### config.mk
export PLATFORM = sky130hd
export DESIGN_NAME = hvtm_top
export DESIGN_NICKNAME = d
export VERILOG_FILES = /design/src/hvtm_pkg.sv /design/src/hvtm_top.sv
export SDC_FILE = /design/constraint.sdc
export NUM_CORES = 1
export LEC_CHECK = 0
export BUFFER_PORTS_ARGS = -buffer_cell sky130_fd_sc_hd__buf_2
export CORE_MARGIN = 3
export CORE_UTILIZATION = 30
export DETAILED_ROUTE_END_ITERATION = 12
export HOLD_SLACK_MARGIN = 0.08
export PLACE_DENSITY = 0.54
export SYNTH_ARGS = -nofsm -noshare
export SYNTH_HDL_FRONTEND = slang
export SYNTH_SLANG_ARGS = --single-unit
### constraint.sdc
create_clock -name aclk -period 13.9 [get_ports aclk]
set_clock_uncertainty 0.15 [all_clocks]
set_input_delay 2.78 -clock aclk [delete_from_list [all_inputs] [get_ports aclk]]
set_output_delay 2.78 -clock aclk [all_outputs]
set_load 0.05 [all_outputs]
### src/hvtm_pkg.sv
package hvtm_pkg;
  // Widths of the measurement fields and of the port selects.
  localparam int HL_W  = 14;
  localparam int ACT_W = 13;
  localparam int SEL_W = 3;
  localparam int IDX_W = 8;
  localparam int PIX_W = 16;

  // Register indices; the byte address on the bus is four times the index.
  localparam logic [7:0] IDX_POL     = 8'h05;
  localparam logic [7:0] IDX_VLOCK   = 8'h07;
  localparam logic [7:0] IDX_F0ACT   = 8'h09;
  localparam logic [7:0] IDX_F1ACT   = 8'h0b;
  localparam logic [7:0] IDX_F0TOT   = 8'h26;
  localparam logic [7:0] IDX_F1TOT   = 8'h28;
  localparam logic [7:0] IDX_F0FP    = 8'h2a;
  localparam logic [7:0] IDX_F1FP    = 8'h2c;
  localparam logic [7:0] IDX_F0PW    = 8'h2e;
  localparam logic [7:0] IDX_F1PW    = 8'h30;
  localparam logic [7:0] IDX_F0BP    = 8'h32;
  localparam logic [7:0] IDX_F1BP    = 8'h34;
  localparam logic [7:0] IDX_RAWLOCK = 8'h6a;
  localparam logic [7:0] IDX_BGACT   = 8'he6;
  localparam logic [7:0] IDX_BGTOT   = 8'he8;
  localparam logic [7:0] IDX_BGSTAT  = 8'hea;
  localparam logic [7:0] IDX_CTRL    = 8'hf0;
  localparam logic [7:0] IDX_NEXT    = 8'h01;

  // Bit positions inside the status and control bytes.
  localparam int BIT_POL     = 4;
  localparam int BIT_VLOCK   = 7;
  localparam int BIT_INTL    = 5;
  localparam int BIT_RAW     = 1;
  localparam int BIT_BGLOCK  = 1;
  localparam int BIT_BGINTL  = 0;
  localparam int CTRL_PSEL   = 0;
  localparam int CTRL_BSEL   = 4;
  localparam int CTRL_REQ    = 7;

  // Reset values and bus responses.
  localparam logic [7:0] CTRL_RST    = 8'h00;
  localparam logic [1:0] RESP_OKAY   = 2'h0;
  localparam logic [1:0] RESP_SLVERR = 2'h2;
endpackage

### src/hvtm_top.sv
// Functional notes
// - Primary vertical measurements come from the port named by the primary select.
// - A background engine measures the port named by the background select.
// - Vertical lock flag readable at byte 0x07 bit 7.
// - Raw vertical lock readable at byte 0x6A bit 1; it carries the same lock as the flag at 0x07 bit 7.
// - Primary measurements are trustworthy only while raw lock is one.
// - The measuring filter sits beside the video path and delays nothing.
// - Field 0 total half lines, 14 bits, at bytes 0x26 and 0x27.
// - Field 0 active lines, 13 bits, at bytes 0x09 and 0x0A.
// - Field 0 front porch, sync width, back porch at 0x2A, 0x2E, 0x32.
// - Field 1 total, front porch, width, back porch at 0x28 to 0x34.
// - Field 1 active lines, 13 bits, at bytes 0x0B and 0x0C.
// - Field 1 values are valid only while the interlace bit is one.
// - Interlace status at byte 0x0B bit 5, one means interlaced.
// - Interlace status is valid only while filter lock and raw lock hold.
// - Vertical sync polarity at byte 0x05 bit 4, one means active high.
// - Background values are valid only while the background lock flag is high.
// - Lock is declared when sync lands on the same count two frames running.
// - Lock is dropped as soon as sync lands on a count different from the previous frame.
// - Background readbacks refresh only on a software update request.
`timescale 1ns/100ps

module hvtm_meas #(
  parameter int NP = 8
) (
  input  wire logic                                 aclk,
  input  wire logic                                 aresetn,
  input  wire logic [hvtm_pkg::SEL_W-1:0]           sel,
  input  wire logic [NP-1:0]                        pclk_s,
  input  wire logic [NP-1:0]                        vs_s,
  input  wire logic [NP-1:0]                        hs_s,
  input  wire logic [NP-1:0]                        de_s,
  output logic                                      pol_r,
  output logic                                      lock_r,
  output logic                                      intl_r,
  output logic [1:0][hvtm_pkg::HL_W-1:0]            tot_r,
  output logic [1:0][hvtm_pkg::HL_W-1:0]            fp_r,
  output logic [1:0][hvtm_pkg::HL_W-1:0]            pw_r,
  output logic [1:0][hvtm_pkg::HL_W-1:0]            bp_r,
  output logic [1:0][hvtm_pkg::ACT_W-1:0]           act_r
);
  logic                        pclk_d_r;
  logic                        hs_d_r;
  logic                        vsa_d_r;
  logic                        de_d_r;
  logic                        fld_r;
  logic                        seen_de_r;
  logic [hvtm_pkg::PIX_W-1:0]  pix_cnt_r;
  logic [hvtm_pkg::PIX_W-1:0]  line_len_r;
  logic [hvtm_pkg::HL_W-1:0]   hl_cnt_r;
  logic [hvtm_pkg::HL_W-1:0]   pw_mark_r;
  logic [hvtm_pkg::HL_W-1:0]   de_first_r;
  logic [hvtm_pkg::HL_W-1:0]   de_last_r;
  logic [hvtm_pkg::ACT_W-1:0]  act_cnt_r;

  // Selected port and the edges seen on it by the system clock.
  wire pclk_m   = pclk_s[sel];
  wire vs_m     = vs_s[sel];
  wire hs_m     = hs_s[sel];
  wire de_m     = de_s[sel];
  wire vs_act   = ~(vs_m ^ pol_r);
  wire pix_tick = pclk_m & ~pclk_d_r;
  wire hs_lead  = hs_m & ~hs_d_r;
  wire vs_lead  = vs_act & ~vsa_d_r;
  wire vs_trail = ~vs_act & vsa_d_r;
  wire de_rise  = de_m & ~de_d_r;
  wire de_fall  = ~de_m & de_d_r;
  wire mid_tick = pix_tick & (line_len_r != '0) & (pix_cnt_r == (line_len_r >> 1));
  wire half_tick = hs_lead | mid_tick;
  // Position including a tick in this very cycle, so a field end on a line start loses no half line.
  wire [hvtm_pkg::HL_W-1:0] hl_pos = hl_cnt_r + {{(hvtm_pkg::HL_W-1){1'b0}}, half_tick};
  // A field whose sync lead falls in the second half of a line is field 1.
  wire late_half = ~hs_lead & (line_len_r != '0) & (pix_cnt_r >= (line_len_r >> 1));
  // An empty count after reset is never taken as a repeat, so no false lock follows reset.
  wire match    = (hl_pos == tot_r[fld_r]) & (hl_pos != '0);

  // Edge history of the selected port.
  always_ff @(posedge aclk) begin
    if (!aresetn) begin
      pclk_d_r <= 1'b0;
      hs_d_r   <= 1'b0;
      vsa_d_r  <= 1'b0;
      de_d_r   <= 1'b0;
    end else begin
      pclk_d_r <= pclk_m;
      hs_d_r   <= hs_m;
      vsa_d_r  <= vs_act;
      de_d_r   <= de_m;
    end
  end

  // Sync is never asserted during active video, so its level there is the idle level.
  always_ff @(posedge aclk) begin
    if (!aresetn) begin
      pol_r <= 1'b0;
    end else if (de_m) begin
      pol_r <= ~vs_m;
    end
  end

  // Pixel counter per line; its midpoint gives the second half-line tick.
  always_ff @(posedge aclk) begin
    if (!aresetn) begin
      pix_cnt_r   <= '0;
      line_len_r  <= '0;
    end else if (hs_lead) begin
      pix_cnt_r   <= '0;
      line_len_r  <= pix_cnt_r;
    end else begin
      pix_cnt_r   <= pix_tick ? pix_cnt_r + 16'h0001 : pix_cnt_r;
    end
  end

  // Running half-line position in the field and the marks of its phases.
  always_ff @(posedge aclk) begin
    if (!aresetn || vs_lead) begin
      hl_cnt_r   <= '0;
      act_cnt_r  <= '0;
      seen_de_r  <= 1'b0;
      pw_mark_r  <= '0;
      de_first_r <= '0;
      de_last_r  <= '0;
    end else begin
      hl_cnt_r   <= half_tick ? hl_cnt_r + 14'h0001 : hl_cnt_r;
      act_cnt_r  <= de_rise ? act_cnt_r + 13'h0001 : act_cnt_r;
      seen_de_r  <= seen_de_r | de_rise;
      pw_mark_r  <= vs_trail ? hl_pos : pw_mark_r;
      de_first_r <= (de_rise && !seen_de_r) ? hl_pos : de_first_r;
      de_last_r  <= de_fall ? hl_pos : de_last_r;
    end
  end

  // Field end: store results in the slot of the finished field and judge lock.
  always_ff @(posedge aclk) begin
    if (!aresetn) begin
      tot_r  <= '0;
      fp_r   <= '0;
      pw_r   <= '0;
      bp_r   <= '0;
      act_r  <= '0;
      lock_r <= 1'b0;
      fld_r  <= 1'b0;
      intl_r <= 1'b0;
    end else if (vs_lead) begin
      tot_r[fld_r] <= hl_pos;
      pw_r[fld_r]  <= pw_mark_r;
      bp_r[fld_r]  <= de_first_r - pw_mark_r;
      fp_r[fld_r]  <= hl_pos - de_last_r;
      act_r[fld_r] <= act_cnt_r;
      lock_r       <= match;
      fld_r        <= late_half;
      intl_r       <= fld_r ^ late_half;
    end
  end
endmodule

module hvtm_top #(
  parameter int NP     = 8,
  parameter int ADDR_W = 12
) (
  input  wire logic              aclk,
  input  wire logic              aresetn,
  input  wire logic [NP-1:0]     port_pclk,
  input  wire logic [NP-1:0]     port_vsync,
  input  wire logic [NP-1:0]     port_hsync,
  input  wire logic [NP-1:0]     port_de,
  input  wire logic [ADDR_W-1:0] s_axi_awaddr,
  input  wire logic              s_axi_awvalid,
  output logic                   s_axi_awready,
  input  wire logic [31:0]       s_axi_wdata,
  input  wire logic [3:0]        s_axi_wstrb,
  input  wire logic              s_axi_wvalid,
  output logic                   s_axi_wready,
  output logic [1:0]             s_axi_bresp,
  output logic                   s_axi_bvalid,
  input  wire logic              s_axi_bready,
  input  wire logic [ADDR_W-1:0] s_axi_araddr,
  input  wire logic              s_axi_arvalid,
  output logic                   s_axi_arready,
  output logic [31:0]            s_axi_rdata,
  output logic [1:0]             s_axi_rresp,
  output logic                   s_axi_rvalid,
  input  wire logic              s_axi_rready
);
  logic [NP-1:0][3:0]               sync1_r;
  logic [NP-1:0][3:0]               sync2_r;
  logic [NP-1:0]                    pclk_s, vs_s, hs_s, de_s;
  logic [7:0]                       ctrl_r;
  logic                             aw_hold_r, w_hold_r, bvalid_r, rvalid_r;
  logic [hvtm_pkg::IDX_W-1:0]       aw_idx_r;
  logic [7:0]                       w_byte_r;
  logic                             w_lane0_r;
  logic [1:0]                       bresp_r, rresp_r;
  logic [31:0]                      rdata_r;
  logic [7:0]                       rd_byte;
  logic                             rd_hit;
  logic                             p_pol, p_lock, p_intl, b_pol, b_lock, b_intl;
  logic [1:0][hvtm_pkg::HL_W-1:0]   p_tot, p_fp, p_pw, p_bp, b_tot, b_fp, b_pw, b_bp;
  logic [1:0][hvtm_pkg::ACT_W-1:0]  p_act, b_act;
  logic [hvtm_pkg::ACT_W-1:0]       bg_tot_r, bg_act_r;
  logic                             bg_lock_r, bg_intl_r;

  // Two-flop synchronisers for every pin of every port.
  genvar gi;
  generate
    for (gi = 0; gi < NP; gi++) begin : g_sync
      always_ff @(posedge aclk) begin
        if (!aresetn) begin
          sync1_r[gi] <= 4'h0;
          sync2_r[gi] <= 4'h0;
        end else begin
          sync1_r[gi] <= {port_de[gi], port_hsync[gi], port_vsync[gi], port_pclk[gi]};
          sync2_r[gi] <= sync1_r[gi];
        end
      end
      assign {de_s[gi], hs_s[gi], vs_s[gi], pclk_s[gi]} = sync2_r[gi];
    end
  endgenerate

  // Both engines only observe the synchronised pins; nothing here feeds the video path.
  hvtm_meas #(.NP(NP)) u_prim (
    .aclk    (aclk),
    .aresetn (aresetn),
    .sel     (ctrl_r[hvtm_pkg::CTRL_PSEL +: hvtm_pkg::SEL_W]),
    .pclk_s  (pclk_s),
    .vs_s    (vs_s),
    .hs_s    (hs_s),
    .de_s    (de_s),
    .pol_r   (p_pol),
    .lock_r  (p_lock),
    .intl_r  (p_intl),
    .tot_r   (p_tot),
    .fp_r    (p_fp),
    .pw_r    (p_pw),
    .bp_r    (p_bp),
    .act_r   (p_act)
  );

  hvtm_meas #(.NP(NP)) u_bg (
    .aclk    (aclk),
    .aresetn (aresetn),
    .sel     (ctrl_r[hvtm_pkg::CTRL_BSEL +: hvtm_pkg::SEL_W]),
    .pclk_s  (pclk_s),
    .vs_s    (vs_s),
    .hs_s    (hs_s),
    .de_s    (de_s),
    .pol_r   (b_pol),
    .lock_r  (b_lock),
    .intl_r  (b_intl),
    .tot_r   (b_tot),
    .fp_r    (b_fp),
    .pw_r    (b_pw),
    .bp_r    (b_bp),
    .act_r   (b_act)
  );

  // Write decode; the update request is a self-clearing bit of the control byte.
  wire aw_take   = s_axi_awvalid & s_axi_awready;
  wire w_take    = s_axi_wvalid & s_axi_wready;
  wire wr_do     = aw_hold_r & w_hold_r;
  wire wr_ctrl   = wr_do & w_lane0_r & (aw_idx_r == hvtm_pkg::IDX_CTRL);
  wire bg_req    = wr_ctrl & w_byte_r[hvtm_pkg::CTRL_REQ];
  wire ar_take   = s_axi_arvalid & s_axi_arready;
  wire [hvtm_pkg::IDX_W-1:0] rd_idx = s_axi_araddr[2 +: hvtm_pkg::IDX_W];

  assign s_axi_awready = ~aw_hold_r & ~bvalid_r;
  assign s_axi_wready  = ~w_hold_r & ~bvalid_r;
  assign s_axi_bvalid  = bvalid_r;
  assign s_axi_bresp   = bresp_r;
  assign s_axi_arready = ~rvalid_r;
  assign s_axi_rvalid  = rvalid_r;
  assign s_axi_rdata   = rdata_r;
  assign s_axi_rresp   = rresp_r;

  // Write channel: address and data are held until both are present.
  always_ff @(posedge aclk) begin
    if (!aresetn) begin
      aw_hold_r <= 1'b0;
      w_hold_r  <= 1'b0;
      aw_idx_r  <= '0;
      w_byte_r  <= 8'h00;
      w_lane0_r <= 1'b0;
      bvalid_r  <= 1'b0;
      bresp_r   <= hvtm_pkg::RESP_OKAY;
      ctrl_r    <= hvtm_pkg::CTRL_RST;
    end else begin
      if (aw_take) begin
        aw_hold_r <= 1'b1;
        aw_idx_r  <= s_axi_awaddr[2 +: hvtm_pkg::IDX_W];
      end
      if (w_take) begin
        w_hold_r  <= 1'b1;
        w_byte_r  <= s_axi_wdata[7:0];
        w_lane0_r <= s_axi_wstrb[0];
      end
      if (wr_do) begin
        aw_hold_r <= 1'b0;
        w_hold_r  <= 1'b0;
        bvalid_r  <= 1'b1;
        bresp_r   <= (aw_idx_r == hvtm_pkg::IDX_CTRL) ? hvtm_pkg::RESP_OKAY : hvtm_pkg::RESP_SLVERR;
      end else if (s_axi_bready) begin
        bvalid_r  <= 1'b0;
      end
      if (wr_ctrl) begin
        ctrl_r <= w_byte_r & ~(8'h01 << hvtm_pkg::CTRL_REQ);
      end
    end
  end

  // Background snapshot is refreshed only by the update request.
  always_ff @(posedge aclk) begin
    if (!aresetn) begin
      bg_tot_r  <= '0;
      bg_act_r  <= '0;
      bg_lock_r <= 1'b0;
      bg_intl_r <= 1'b0;
    end else if (bg_req) begin
      bg_tot_r  <= b_tot[0][hvtm_pkg::HL_W-1:1];
      bg_act_r  <= b_act[0];
      bg_lock_r <= b_lock;
      bg_intl_r <= b_intl;
    end
  end

  // Read selection by register index; unmapped indices answer with an error.
  always_comb begin
    rd_hit  = 1'b1;
    rd_byte = 8'h00;
    case (rd_idx)
      hvtm_pkg::IDX_POL:                          rd_byte = 8'({7'h00, p_pol} << hvtm_pkg::BIT_POL);
      hvtm_pkg::IDX_VLOCK:                        rd_byte = 8'({7'h00, p_lock} << hvtm_pkg::BIT_VLOCK);
      hvtm_pkg::IDX_RAWLOCK:                      rd_byte = 8'({7'h00, p_lock} << hvtm_pkg::BIT_RAW);
      hvtm_pkg::IDX_F0ACT:                        rd_byte = {3'h0, p_act[0][12:8]};
      hvtm_pkg::IDX_F0ACT + hvtm_pkg::IDX_NEXT:   rd_byte = p_act[0][7:0];
      hvtm_pkg::IDX_F1ACT:                        rd_byte = 8'({7'h00, p_intl} << hvtm_pkg::BIT_INTL) | {3'h0, p_act[1][12:8]};
      hvtm_pkg::IDX_F1ACT + hvtm_pkg::IDX_NEXT:   rd_byte = p_act[1][7:0];
      hvtm_pkg::IDX_F0TOT:                        rd_byte = {2'h0, p_tot[0][13:8]};
      hvtm_pkg::IDX_F0TOT + hvtm_pkg::IDX_NEXT:   rd_byte = p_tot[0][7:0];
      hvtm_pkg::IDX_F1TOT:                        rd_byte = {2'h0, p_tot[1][13:8]};
      hvtm_pkg::IDX_F1TOT + hvtm_pkg::IDX_NEXT:   rd_byte = p_tot[1][7:0];
      hvtm_pkg::IDX_F0FP:                         rd_byte = {2'h0, p_fp[0][13:8]};
      hvtm_pkg::IDX_F0FP + hvtm_pkg::IDX_NEXT:    rd_byte = p_fp[0][7:0];
      hvtm_pkg::IDX_F1FP:                         rd_byte = {2'h0, p_fp[1][13:8]};
      hvtm_pkg::IDX_F1FP + hvtm_pkg::IDX_NEXT:    rd_byte = p_fp[1][7:0];
      hvtm_pkg::IDX_F0PW:                         rd_byte = {2'h0, p_pw[0][13:8]};
      hvtm_pkg::IDX_F0PW + hvtm_pkg::IDX_NEXT:    rd_byte = p_pw[0][7:0];
      hvtm_pkg::IDX_F1PW:                         rd_byte = {2'h0, p_pw[1][13:8]};
      hvtm_pkg::IDX_F1PW + hvtm_pkg::IDX_NEXT:    rd_byte = p_pw[1][7:0];
      hvtm_pkg::IDX_F0BP:                         rd_byte = {2'h0, p_bp[0][13:8]};
      hvtm_pkg::IDX_F0BP + hvtm_pkg::IDX_NEXT:    rd_byte = p_bp[0][7:0];
      hvtm_pkg::IDX_F1BP:                         rd_byte = {2'h0, p_bp[1][13:8]};
      hvtm_pkg::IDX_F1BP + hvtm_pkg::IDX_NEXT:    rd_byte = p_bp[1][7:0];
      hvtm_pkg::IDX_BGACT:                        rd_byte = {3'h0, bg_act_r[12:8]};
      hvtm_pkg::IDX_BGACT + hvtm_pkg::IDX_NEXT:   rd_byte = bg_act_r[7:0];
      hvtm_pkg::IDX_BGTOT:                        rd_byte = {3'h0, bg_tot_r[12:8]};
      hvtm_pkg::IDX_BGTOT + hvtm_pkg::IDX_NEXT:   rd_byte = bg_tot_r[7:0];
      hvtm_pkg::IDX_BGSTAT:                       rd_byte = 8'({7'h00, bg_lock_r} << hvtm_pkg::BIT_BGLOCK)
                                                          | 8'({7'h00, bg_intl_r} << hvtm_pkg::BIT_BGINTL);
      hvtm_pkg::IDX_CTRL:                         rd_byte = ctrl_r;
      default:                                    rd_hit  = 1'b0;
    endcase
  end

  // Read channel: one cycle from address taken to data valid.
  always_ff @(posedge aclk) begin
    if (!aresetn) begin
      rvalid_r <= 1'b0;
      rdata_r  <= 32'h0000_0000;
      rresp_r  <= hvtm_pkg::RESP_OKAY;
    end else if (ar_take) begin
      rvalid_r <= 1'b1;
      rdata_r  <= {24'h00_0000, rd_byte};
      rresp_r  <= rd_hit ? hvtm_pkg::RESP_OKAY : hvtm_pkg::RESP_SLVERR;
    end else if (s_axi_rready) begin
      rvalid_r <= 1'b0;
    end
  end
endmodule

* After elaboration in Yosys (flattened, before gate mapping) *
Index checks and enable logic that the tools add are counted.

operators by class
  $add $sub $neg = 10
  $lt $le $gt $ge = 8
  eq/ne operators = 34
  muxes and demuxes = 43
  bitwise operators = 58
  reduce and logical (&&, ||, !) cells = 17

operators by type and width
  kind                   number
  $pmux 8 s29            1
  $bwmux 28              5
  $eq 8x6->1 const B     16
  $mux 14                6
  $eq 8x8->1 const B     7
  $bwmux 26              2
  $add 16x1->16 const B  2
  $eq 16x15->1           2
  $eq 8x4->1 const B     4
  $ge 16x15->1           2
  $reduce_bool 16->1     2
  $and 1x1->1            29
  $reduce_or 29->1       1
  $add 14x1->14          2
  $add 14x1->14 const B  2
  $demux 14 s1           2
  $eq 14x14->1           2
  $reduce_bool 14->1     2
  $sub 14x14->14         2
  $add 13x1->13 const B  2
  $demux 13 s1           2
  $mux 13                2
  $bmux 1 s3             8
  $not 1->1              20
  other kinds (16)       45

word-level totals
  bits in registers = 501
  input bits = 99
  output and inout bits = 41
  word-level logic and storage cells = 243

* Logic depth before layout (Yosys ltp) *
Gate-level depths: netlist of the first run.

  depth in word-level cells = 9
  depth in mapped cells = 21

* Modules after synthesis *
From an unflattened synthesis of the first run, not the netlist that was laid out.

second synthesis, totals
  cell total of the unflattened synthesis = 3,425
  area total of the unflattened synthesis = 28,825.1 um2

by module, submodules not included
  module              times used  cells an instance  area each (um2)
  hvtm_meas (u_prim)  1           1,383              11,552.3
  hvtm_meas (u_bg)    1           1,361              11,363.4
  hvtm_top            1           681                5,909.4

* Worst setup path after synthesis of the first run *
Ideal clock, no wire load.

  kind = reg2reg
  from = register u_prim.pix_cnt_r[0] (netlist name)
  to = register u_prim.fp_r[13] (netlist name)
  setup time = 74 ps
  arrival time = 4,888 ps
  path slack = 8,788 ps
  cell stages (with the launch flop) = 20
  clock period less this slack = 5,112 ps
  cells stage by stage = dfxtp_1 > inv_1 > ha_1 > nand4_1 > or4_1 > or4b_1 > nand2_1 > ha_1 > ha_1 > clkbuf_1 > nand3_1 > xor2_1 > inv_1 > ha_1 > a21oi_1 > and3_1 > nor3_1 > a211oi_1 > or4_1 > a31oi_1

on the way
  longest elaborated chain between the ends = 6

RTL lines
  element                        RTL line         text
  start, declared                hvtm_top.sv:48   logic [hvtm_pkg::PIX_W-1:0] pix_cnt_r;
  start signal, assigned         hvtm_top.sv:110  pix_cnt_r <= pix_tick ? pix_cnt_r + 16'h0001 : pix_cnt_r;
  $eq 16x15->1                   hvtm_top.sv:68   wire mid_tick = pix_tick & (line_len_r != '0) & (pix_cnt_r == (line_len_r >> 1));
  $and 1x1->1                    hvtm_top.sv:68
  $or 1x1->1                     hvtm_top.sv:69   wire half_tick = hs_lead | mid_tick;
  $add 14x1->14                  hvtm_top.sv:71   wire [hvtm_pkg::HL_W-1:0] hl_pos = hl_cnt_r + {{(hvtm_pkg::HL_W-1){1'b0}}, half_tick};
  $sub 14x14->14                 hvtm_top.sv:148  fp_r[fld_r] <= hl_pos - de_last_r;
  $bwmux 28                      hvtm_top.sv:148
  end signal, assigned by index  hvtm_top.sv:148
  end, declared                  hvtm_top.sv:37   output logic [1:0][hvtm_pkg::HL_W-1:0] fp_r,

No other way between the ends.
A chain may end at the register's enable or synchronous reset.

* Worst setup path in the final report of the first run *
  from = register ctrl_r[0]
  to = register u_prim.fp_r[13] (netlist name)

on the way
  longest elaborated chain between the ends = 9
  elaborated cells between the ends (all ways) = 17
  classes of those cells = add/sub: 2; mux: 7; bitwise: 8

RTL lines
  element                            RTL line         text
  start, declared                    hvtm_top.sv:188  logic [7:0] ctrl_r;
  start signal, assigned             hvtm_top.sv:285  ctrl_r <= hvtm_pkg::CTRL_RST;
  start signal, assigned             hvtm_top.sv:305  ctrl_r <= w_byte_r & ~(8'h01 << hvtm_pkg::CTRL_REQ);
  $bmux 1 s3                         hvtm_top.sv:57   wire pclk_m = pclk_s[sel];
  $mux 1 (implied by the code)       hvtm_top.sv:57
  $and 1x1->1                        hvtm_top.sv:62   wire pix_tick = pclk_m & ~pclk_d_r;
  $and 1x1->1 (2 in series)          hvtm_top.sv:68
  $or 1x1->1 (*)                     hvtm_top.sv:69
  $add 14x1->14 (*)                  hvtm_top.sv:71
  named net u_prim.hl_pos (one bit)  hvtm_top.sv:71
  $sub 14x14->14 (*)                 hvtm_top.sv:148
  $bwmux 28 (*)                      hvtm_top.sv:148

The timed path passes the listed nets; every way through them passes the cells marked *. The select of a mux whose other input is x is not followed.

==> implementation parameters, run 1 <==
Parameter                              Value

Timing
  Slew margin rel. ... 17.4%
  Tightest Pin Transition ... 1230 ps
  Worst Hold Margin ... 278 ps
  Post-route setup TNS ... 0 ps
  Final worst-path cycle share ... 46.9%
  Final number of hold-violating endpoints ... 0
  Final setup fails ... 0
  Minimum setup slack in the final design ... 7370 ps
  Final Max Slew Viols ... 0
  Shortest clock period the worst path allows after layout ... 6530 ps
  Timing-limited maximum frequency ... 0.153 GHz
  Unrepaired setup endpoints after global routing ... false

Final layout
  Non-Filler Instances ... 3722
  Post-route cell area ... 0.0257 mm^2
  Share of cells above drive strength 1 ... 8.83%
  Final Util ... 34.4%
  Final net count ... 2874
  Syn-to-layout area delta ... 13.2%

Placed design
  DP HPWL ... 46100 um
  Port buffer count ... 78
  Placed cell count ... 3622
  Area of placed instances ... 0.0238 mm^2
  Pre-CTS setup slack ... 7280 ps
  Weighted congestion reported at the end of routability-driven placement ... 0.962

Worst hold path
  Class of the tightest hold or removal check ... reg2reg

Worst setup path
  Required arrival time at the worst endpoint ... 14280 ps
  Maximum fanout along the worst path ... 21
  WP data arrival ... 6910 ps
  Kind of launch point of the worst setup path ... flip-flop
  Critical Path End Type ... flip-flop
  Type of the setup path with the least slack ... reg2reg

Power and ir drop
  Maximum vdd ir drop ... 0.0000969 V
  Power density over cell area ... 126 mW/mm^2
  Post-route total power ... 3.24 mW
  P_leak ... 9.02 nW

GRT
  Global-route total usage across every layer ... 16.5%
  First-pass GRT wire length ... 103000 um
  Total grt overflow ... 0
  Via count of the first global-routing pass ... 17600
  Antenna violations before repair ... 5
  Largest net degree at the start of global routing ... 153

Logic synthesis
  Number of enable flip-flop cells after synthesis ... 0
  Share of flip-flops with an asynchronous set or reset ... 0%
  Most frequently used flop master after synthesis ... sky130_fd_sc_hd__dfxtp_1
  Fraction of the yosys area taken by sequential cells ... 42.8%
  Flops & latches, synth ... 486
  Warnings, synthesis ... 0
  Synth unique cells ... 74
  Syn Std Cell Area ... 0.0227 mm^2
  Post-Syn Area per Cell ... 8.36 um^2
  Post-Syn Instances ... 2721

Clocking
  CTS tree ... done
  Num Clock Sinks ... 486
  Htree depth ... 2
  Number of hold-repair buffers added at the cts stage ... 0
  Post-CTS setup buffer count ... 0
  Source-to-sink clock delay at the later pin of the worst-skew pair ... 620 ps
  Post-cts sizing count ... 0
  Clock slew at the register clock pins of the worst setup and hold paths ... 60 ps
  Root buffer selected by CTS ... sky130_fd_sc_hd__clkbuf_16
  Number of buffers added by the clock tree synthesis step ... 53
  Buffer levels on the longest clock path ... 3

Floorplan
  Core region area ... 0.0748 mm^2
  Top-Level Pins ... 140
  Total number of placement rows ... 100
  Die H ... 281 um
  Die footprint ... 0.0791 mm^2
  Effective utilization at floorplan ... 30.4%
  Die Span X ... 281 um

Detailed routing
  DR WL/cell ... 17.9 um
  Remaining routing DRC violations ... 0
  Vias ... 19000
  DRC marker count from the first detailed-route iteration ... 1520
  Final wirelength ... 66500 um
  Via count normalized by instance count ... 5.09
  Antenna Violating Nets Remaining ... 0
  Iteration count of the initial detailed-routing pass ... 7

Run
  Max-capacitance violation count ... 0

Status
  Status ... completed
[registers in the layout, summed over array words and instances (netlist names), 14 cells and up]
name,count
sync1_r,32
u_bg.hl_cnt_r,14
u_bg.line_len_r,16
u_bg.pix_cnt_r,16
u_bg.tot_r,28
u_prim.act_r,26
u_prim.bp_r,28
u_prim.de_first_r,14
u_prim.de_last_r,14
u_prim.fp_r,28
u_prim.hl_cnt_r,14
u_prim.line_len_r,16
u_prim.pix_cnt_r,16
u_prim.pw_mark_r,14
u_prim.pw_r,28
u_prim.tot_r,28
[routing by layer]
metal	vias up	track usage (%)	wire, um
li1	9379	-	-
met1	8958	22.4	30300
met2	474	25.8	29500
met3	143	3.22	3920
met4	6	6.36	2700
met5	-	0	32
[cell usage after synthesis (all sizes together), types with 55 or more instances]
cell / instances / area share (%)
nor2: 278 / 4.6
nand3: 79 / 1.7
inv: 84 / 1.4
dfxtp: 486 / 43
ha: 65 / 3.6
a211oi: 112 / 3.7
clkbuf: 142 / 2.3
and2: 75 / 2.1
a21oi: 229 / 5.0
o21ai: 96 / 2.1
mux2i: 68 / 3.0
xnor2: 72 / 2.8
xor2: 72 / 2.8
nand2: 417 / 6.9
buf: 55 / 1.4
[final cells by class]
class / count / area (um^2)
fillers: 7880 / 49100
multi-input cells: 1979 / 12000
flip-flops and latches: 486 / 9730
clock buffers: 70 / 1510
well taps: 969 / 1210
repair buffers: 104 / 588
clock inverters: 28 / 408
inverters: 84 / 323
diodes: 2 / 5.00
[kinds of logic after synthesis]
| family | Yosys count | synth area share, % |
|---|---|---|
| adders and majority gates | 69 | 3.84 |
| xor gates and xnor gates | 147 | 5.84 |
| and+or+nand+nor | 1057 | 21.1 |
| AOI/OAI and AO/OA | 586 | 16.1 |
| buffers and inverters | 281 | 5.16 |
| muxes | 94 | 5.23 |
| DFF | 486 | 42.8 |
| other | 1 | 0.0165 |
[final timing paths]
path / start / to / slack (ps) / depth (start not counted)
max: ctrl_r[0]$_SDFFE_PN0P_ / u_prim.fp_r[13]$_SDFFE_PN0P_ / 7370 / 16
min: sync1_r[8]$_SDFF_PN0_ / pclk_s[2]$_SDFF_PN0_ / 280 / 1
max reg2reg: ctrl_r[0]$_SDFFE_PN0P_ / u_prim.fp_r[13]$_SDFFE_PN0P_ / 7370 / 16
min reg2reg: sync1_r[8]$_SDFF_PN0_ / pclk_s[2]$_SDFF_PN0_ / 280 / 1
[layout by cell type (no fill, tap or decap), types with 37 or more instances in the layout]
master and count:
sky130_fd_sc_hd__and2_1 75, sky130_fd_sc_hd__nor3_1 37, sky130_fd_sc_hd__o21ai_0 94, sky130_fd_sc_hd__xnor2_1 72
sky130_fd_sc_hd__mux2i_1 67, sky130_fd_sc_hd__inv_1 83, sky130_fd_sc_hd__ha_1 65, sky130_fd_sc_hd__clkbuf_16 53
sky130_fd_sc_hd__nor2_1 277, sky130_fd_sc_hd__nand2_1 417, sky130_fd_sc_hd__nand4_1 42, sky130_fd_sc_hd__a21oi_1 229
sky130_fd_sc_hd__buf_2 77, sky130_fd_sc_hd__nand3_1 79, sky130_fd_sc_hd__dfxtp_1 486, sky130_fd_sc_hd__xor2_1 72
sky130_fd_sc_hd__a211oi_1 111
[critical path, stage by stage (launching register included)]
cell and delay [ps]:
sky130_fd_sc_hd__dfxtp_1 830, sky130_fd_sc_hd__mux4_2 620, sky130_fd_sc_hd__mux2i_1 290, sky130_fd_sc_hd__or2_2 460, sky130_fd_sc_hd__nand2_1 220, sky130_fd_sc_hd__ha_1 250, sky130_fd_sc_hd__nand3_1 210, sky130_fd_sc_hd__xor2_1 700
sky130_fd_sc_hd__inv_1 270, sky130_fd_sc_hd__ha_1 400, sky130_fd_sc_hd__o21a_1 120, sky130_fd_sc_hd__o31a_1 210, sky130_fd_sc_hd__nor4b_1 70, sky130_fd_sc_hd__nor3_1 670, sky130_fd_sc_hd__a211oi_1 240, sky130_fd_sc_hd__or4_1 520
sky130_fd_sc_hd__a31oi_1 190
[power by group]
group	internal, mW	switching, mW
registers	1.43	0.0277
logic	0.0785	0.191
clock network	0.902	0.610
Power figures use the tool's default switching activity.
==> inputs of run 2 (changes only) <==
- PLACE_DENSITY: 0.54 -> 0.56
- clock period: 13.9 -> 5.6 ns (I/O delays scaled with it)
==> implementation parameters, run 2 (same netlist as run 1, synthesis figures left out) <==
Parameter                              Value

Status
  Status ... completed (unchanged)

GRT
  Via count of the first global-routing pass ... 17900 (was 17600)
  Largest net degree at the start of global routing ... 167 (was 153)
  Global-route total usage across every layer ... 16.5% (about the same)
  Total grt overflow ... 0 (unchanged)
  Antenna violations before repair ... 3 (was 5)
  First-pass GRT wire length ... 104000 um (was 103000 um)

Worst setup path
  Cell family with the largest share of critical-path delay ... simple AND/OR/NAND/NOR gates (unchanged)
  Cell-by-cell trace of the critical path ... inv_1 -> ha_1 -> nand4b_1 -> or4_1 -> or4b_1 -> nand2_1 -> ha_1 -> nand3_1 -> xor2_1 -> inv_1 -> ha_1 -> o21a_1 -> o31a_1 -> nor4b_2 -> nor3_2 -> a211oi_1 -> or4_1 -> a31oi_1 (was mux4_2 -> mux2i_1 -> or2_2 -> nand2_1 -> ha_1 -> nand3_1 -> xor2_1 -> inv_1 -> ha_1 -> o21a_1 -> o31a_1 -> nor4b_1 -> nor3_1 -> a211oi_1 -> or4_1 -> a31oi_1)
  Combined buffer and inverter count along the critical path ... 2 (was 1)
  Type of the setup path with the least slack ... reg2reg (unchanged)
  Origin of the worst setup path ... u_prim.line_len_r[14]$_SDFFE_PN0P_ (was ctrl_r[0]$_SDFFE_PN0P_)
  Critical Path End Type ... flip-flop (unchanged)
  WP data arrival ... 5550 ps (was 6910 ps)
  Kind of launch point of the worst setup path ... flip-flop (unchanged)
  Required arrival time at the worst endpoint ... 5960 ps (was 14280 ps)
  Critical path's most frequent cell ... sky130_fd_sc_hd__ha_1 (unchanged)
  Largest stage delay, worst path ... 560 ps (was 830 ps)
  Maximum fanout along the worst path ... 5 (was 21)
  Max stage delay cell, worst path ... sky130_fd_sc_hd__or4_1 (was sky130_fd_sc_hd__dfxtp_1)
  Launch instance of the worst register-to-register path ... u_prim.line_len_r[14]$_SDFFE_PN0P_ (was ctrl_r[0]$_SDFFE_PN0P_)

Timing
  Final worst-path cycle share ... 92.6% (was 46.9%)
  Final setup fails ... 0 (unchanged)
  Tightest Pin Transition ... 1250 ps (was 1230 ps)
  Slew margin rel. ... 16.6% (was 17.4%)
  Post-route setup TNS ... 0 ps (unchanged)
  Final number of hold-violating endpoints ... 0 (unchanged)
  Final Max Slew Viols ... 0 (unchanged)
  Minimum setup slack in the final design ... 414 ps (was 7370 ps)
  Timing-limited maximum frequency ... 0.193 GHz (was 0.153 GHz)
  Shortest clock period the worst path allows after layout ... 5190 ps (was 6530 ps)
  Worst Hold Margin ... 279 ps (was 278 ps)

Detailed routing
  DR WL/cell ... 17.8 um (was 17.9 um)
  Iteration count of the initial detailed-routing pass ... 6 (was 7)
  DRC marker count from the first detailed-route iteration ... 1723 (was 1520)
  Via count normalized by instance count ... 5.11 (was 5.09)
  Remaining routing DRC violations ... 0 (unchanged)
  Final wirelength ... 66600 um (was 66500 um)
  Antenna Violating Nets Remaining ... 0 (unchanged)
  Vias ... 19100 (was 19000)

Final layout
  Register containing the most flip-flops in the final layout ... sync1_r (unchanged)
  Highest-count cells in the layout ignoring fill and taps ... 486 x sky130_fd_sc_hd__dfxtp_1, 417 x sky130_fd_sc_hd__nand2_1, 277 x sky130_fd_sc_hd__nor2_1, 227 x sky130_fd_sc_hd__a21oi_1, 111 x sky130_fd_sc_hd__a211oi_1 (was 486 x sky130_fd_sc_hd__dfxtp_1, 417 x sky130_fd_sc_hd__nand2_1, 277 x sky130_fd_sc_hd__nor2_1, 229 x sky130_fd_sc_hd__a21oi_1, 111 x sky130_fd_sc_hd__a211oi_1)
  Most common cell after layout, fill and taps aside ... sky130_fd_sc_hd__dfxtp_1 (unchanged)
  Sequential cell area ... 0.00973 mm^2 (unchanged)
  Fillers ... 7890 (was 7880)
  Area of the multi-input gates ... 0.0120 mm^2 (about the same)
  Final net count ... 2893 (was 2874)
  Flip-flop count of the largest register, all copies and words added ... 32 (unchanged)
  Share of cells above drive strength 1 ... 9.47% (was 8.83%)
  Syn-to-layout area delta ... 13.2% (about the same)

Clocking
  Buffer levels on the longest clock path ... 3 (unchanged)
  Number of hold-repair buffers added at the cts stage ... 0 (unchanged)
  Clock slew at the register clock pins of the worst setup and hold paths ... 60 ps (about the same)
  Source-to-sink clock delay at the later pin of the worst-skew pair ... 610 ps (was 620 ps)
  Post-cts sizing count ... 0 (unchanged)
  Htree depth ... 2 (unchanged)
  Num Clock Sinks ... 486 (unchanged)
  Post-CTS setup buffer count ... 0 (unchanged)
  Root buffer selected by CTS ... sky130_fd_sc_hd__clkbuf_16 (unchanged)
  CTS tree ... done (unchanged)
  Number of buffers added by the clock tree synthesis step ... 52 (was 53)

Power and ir drop
  Combinational fraction of design power ... 8.8% (was 8.3%)
  P_leak ... 9.05 nW (was 9.02 nW)
  P_int ... 5.74 mW (was 2.41 mW)
  Switching Fraction ... 25.9% (was 25.6%)
  Switching power ... 2.01 mW (was 829 uW)
  Fraction of power consumed by sequential logic ... 46.7% (was 45.0%)
  Power share of the clock group ... 44.5% (was 46.7%)
  Maximum vdd ir drop ... 0.000225 V (was 0.0000969 V)
  Power density over cell area ... 301 mW/mm^2 (was 126 mW/mm^2)

Placed design
  Weighted congestion reported at the end of routability-driven placement ... 0.943 (was 0.962)
  Port buffer count ... 78 (unchanged)
  Pre-CTS setup slack ... 289 ps (was 7280 ps)
  DP HPWL ... 46400 um (was 46100 um)

Floorplan
  Die footprint ... 0.0791 mm^2 (unchanged)
  Effective utilization at floorplan ... 30.4% (unchanged)
  Die H ... 281 um (unchanged)
  Top-Level Pins ... 140 (unchanged)
  Total number of placement rows ... 100 (unchanged)
  Core region area ... 0.0748 mm^2 (unchanged)
  Die Span X ... 281 um (unchanged)

Worst hold path
  Class of the tightest hold or removal check ... reg2reg (unchanged)
  Critical hold path startpoint ... sync1_r[8]$_SDFF_PN0_ (unchanged)

Run
  Max-capacitance violation count ... 0 (unchanged)
-- run 2: cell types whose count changed in the layout (fill, tap and decap cells not counted), sizes merged --
cell / change
buf: +20
bufinv: -4
clkbuf: +1
clkinv: +2
clkinvlp: -3
inv: +1
-- run 2: per-layer routing --
metal / wire length [um] / global-route usage (%) / up-vias
met3: 4080 / 2.59 / 108
met5: 21 / 0 / -
met4: 1600 / 4.46 / 4
li1: - / - / 9413
met1: 31200 / 23.2 / 9026
met2: 29700 / 26.4 / 563
-- run 2: final timing paths --
path	end	slack (ps)	cells past startpoint
worst max-delay path	u_prim.fp_r[27]$_SDFFE_PN0P_	410	18
worst min-delay path	pclk_s[2]$_SDFF_PN0_	280	1
worst max register to register	u_prim.fp_r[27]$_SDFFE_PN0P_	410	18
worst min register to register	pclk_s[2]$_SDFF_PN0_	280	1
-- run 2: power by group through the flow --
stage	Combinational, mW	Clock, mW	Sequential (mW)
after global placement	0.670	0	3.69
after floorplan	0.469	0	3.68
final	0.679	3.45	3.62
after global routing	0.740	3.67	3.63
after CTS	0.674	3.53	3.62
after detailed placement	0.672	0	3.69
-- run 2: cell type report --
cell class              instances  area share [%]
diodes                          2          0.0194
well taps                     969            4.71
clock inverters                24           0.914
repair buffers                124            3.01
inverters                      84            1.25
clock buffers                  71            5.72
multi-input cells            1979            46.6
flip-flops and latches        486            37.8
-- run 2: worst register-to-register path: stages (launching register included) --
cell,delay [ps]
sky130_fd_sc_hd__dfxtp_1,350
sky130_fd_sc_hd__inv_1,50
sky130_fd_sc_hd__ha_1,290
sky130_fd_sc_hd__nand4b_1,200
sky130_fd_sc_hd__or4_1,560
sky130_fd_sc_hd__or4b_1,560
sky130_fd_sc_hd__nand2_1,200
sky130_fd_sc_hd__ha_1,210
sky130_fd_sc_hd__nand3_1,220
sky130_fd_sc_hd__xor2_1,260
sky130_fd_sc_hd__inv_1,120
sky130_fd_sc_hd__ha_1,330
sky130_fd_sc_hd__o21a_1,120
sky130_fd_sc_hd__o31a_1,210
sky130_fd_sc_hd__nor4b_2,80
sky130_fd_sc_hd__nor3_2,340
sky130_fd_sc_hd__a211oi_1,180
sky130_fd_sc_hd__or4_1,500
sky130_fd_sc_hd__a31oi_1,180
-- run 2: through the flow --
stage               std cells  power (mW)  instance area, um^2  utilization [%]
floorplan                2746        4.15                22800                -
global placement         3642        4.36                24000             32.1
detailed placement       3642        4.37                24000             32.1
CTS                      3737        7.83                25700             34.4
global route             3737        8.04                25700             34.4
finish                   3739        7.75                25700             34.4
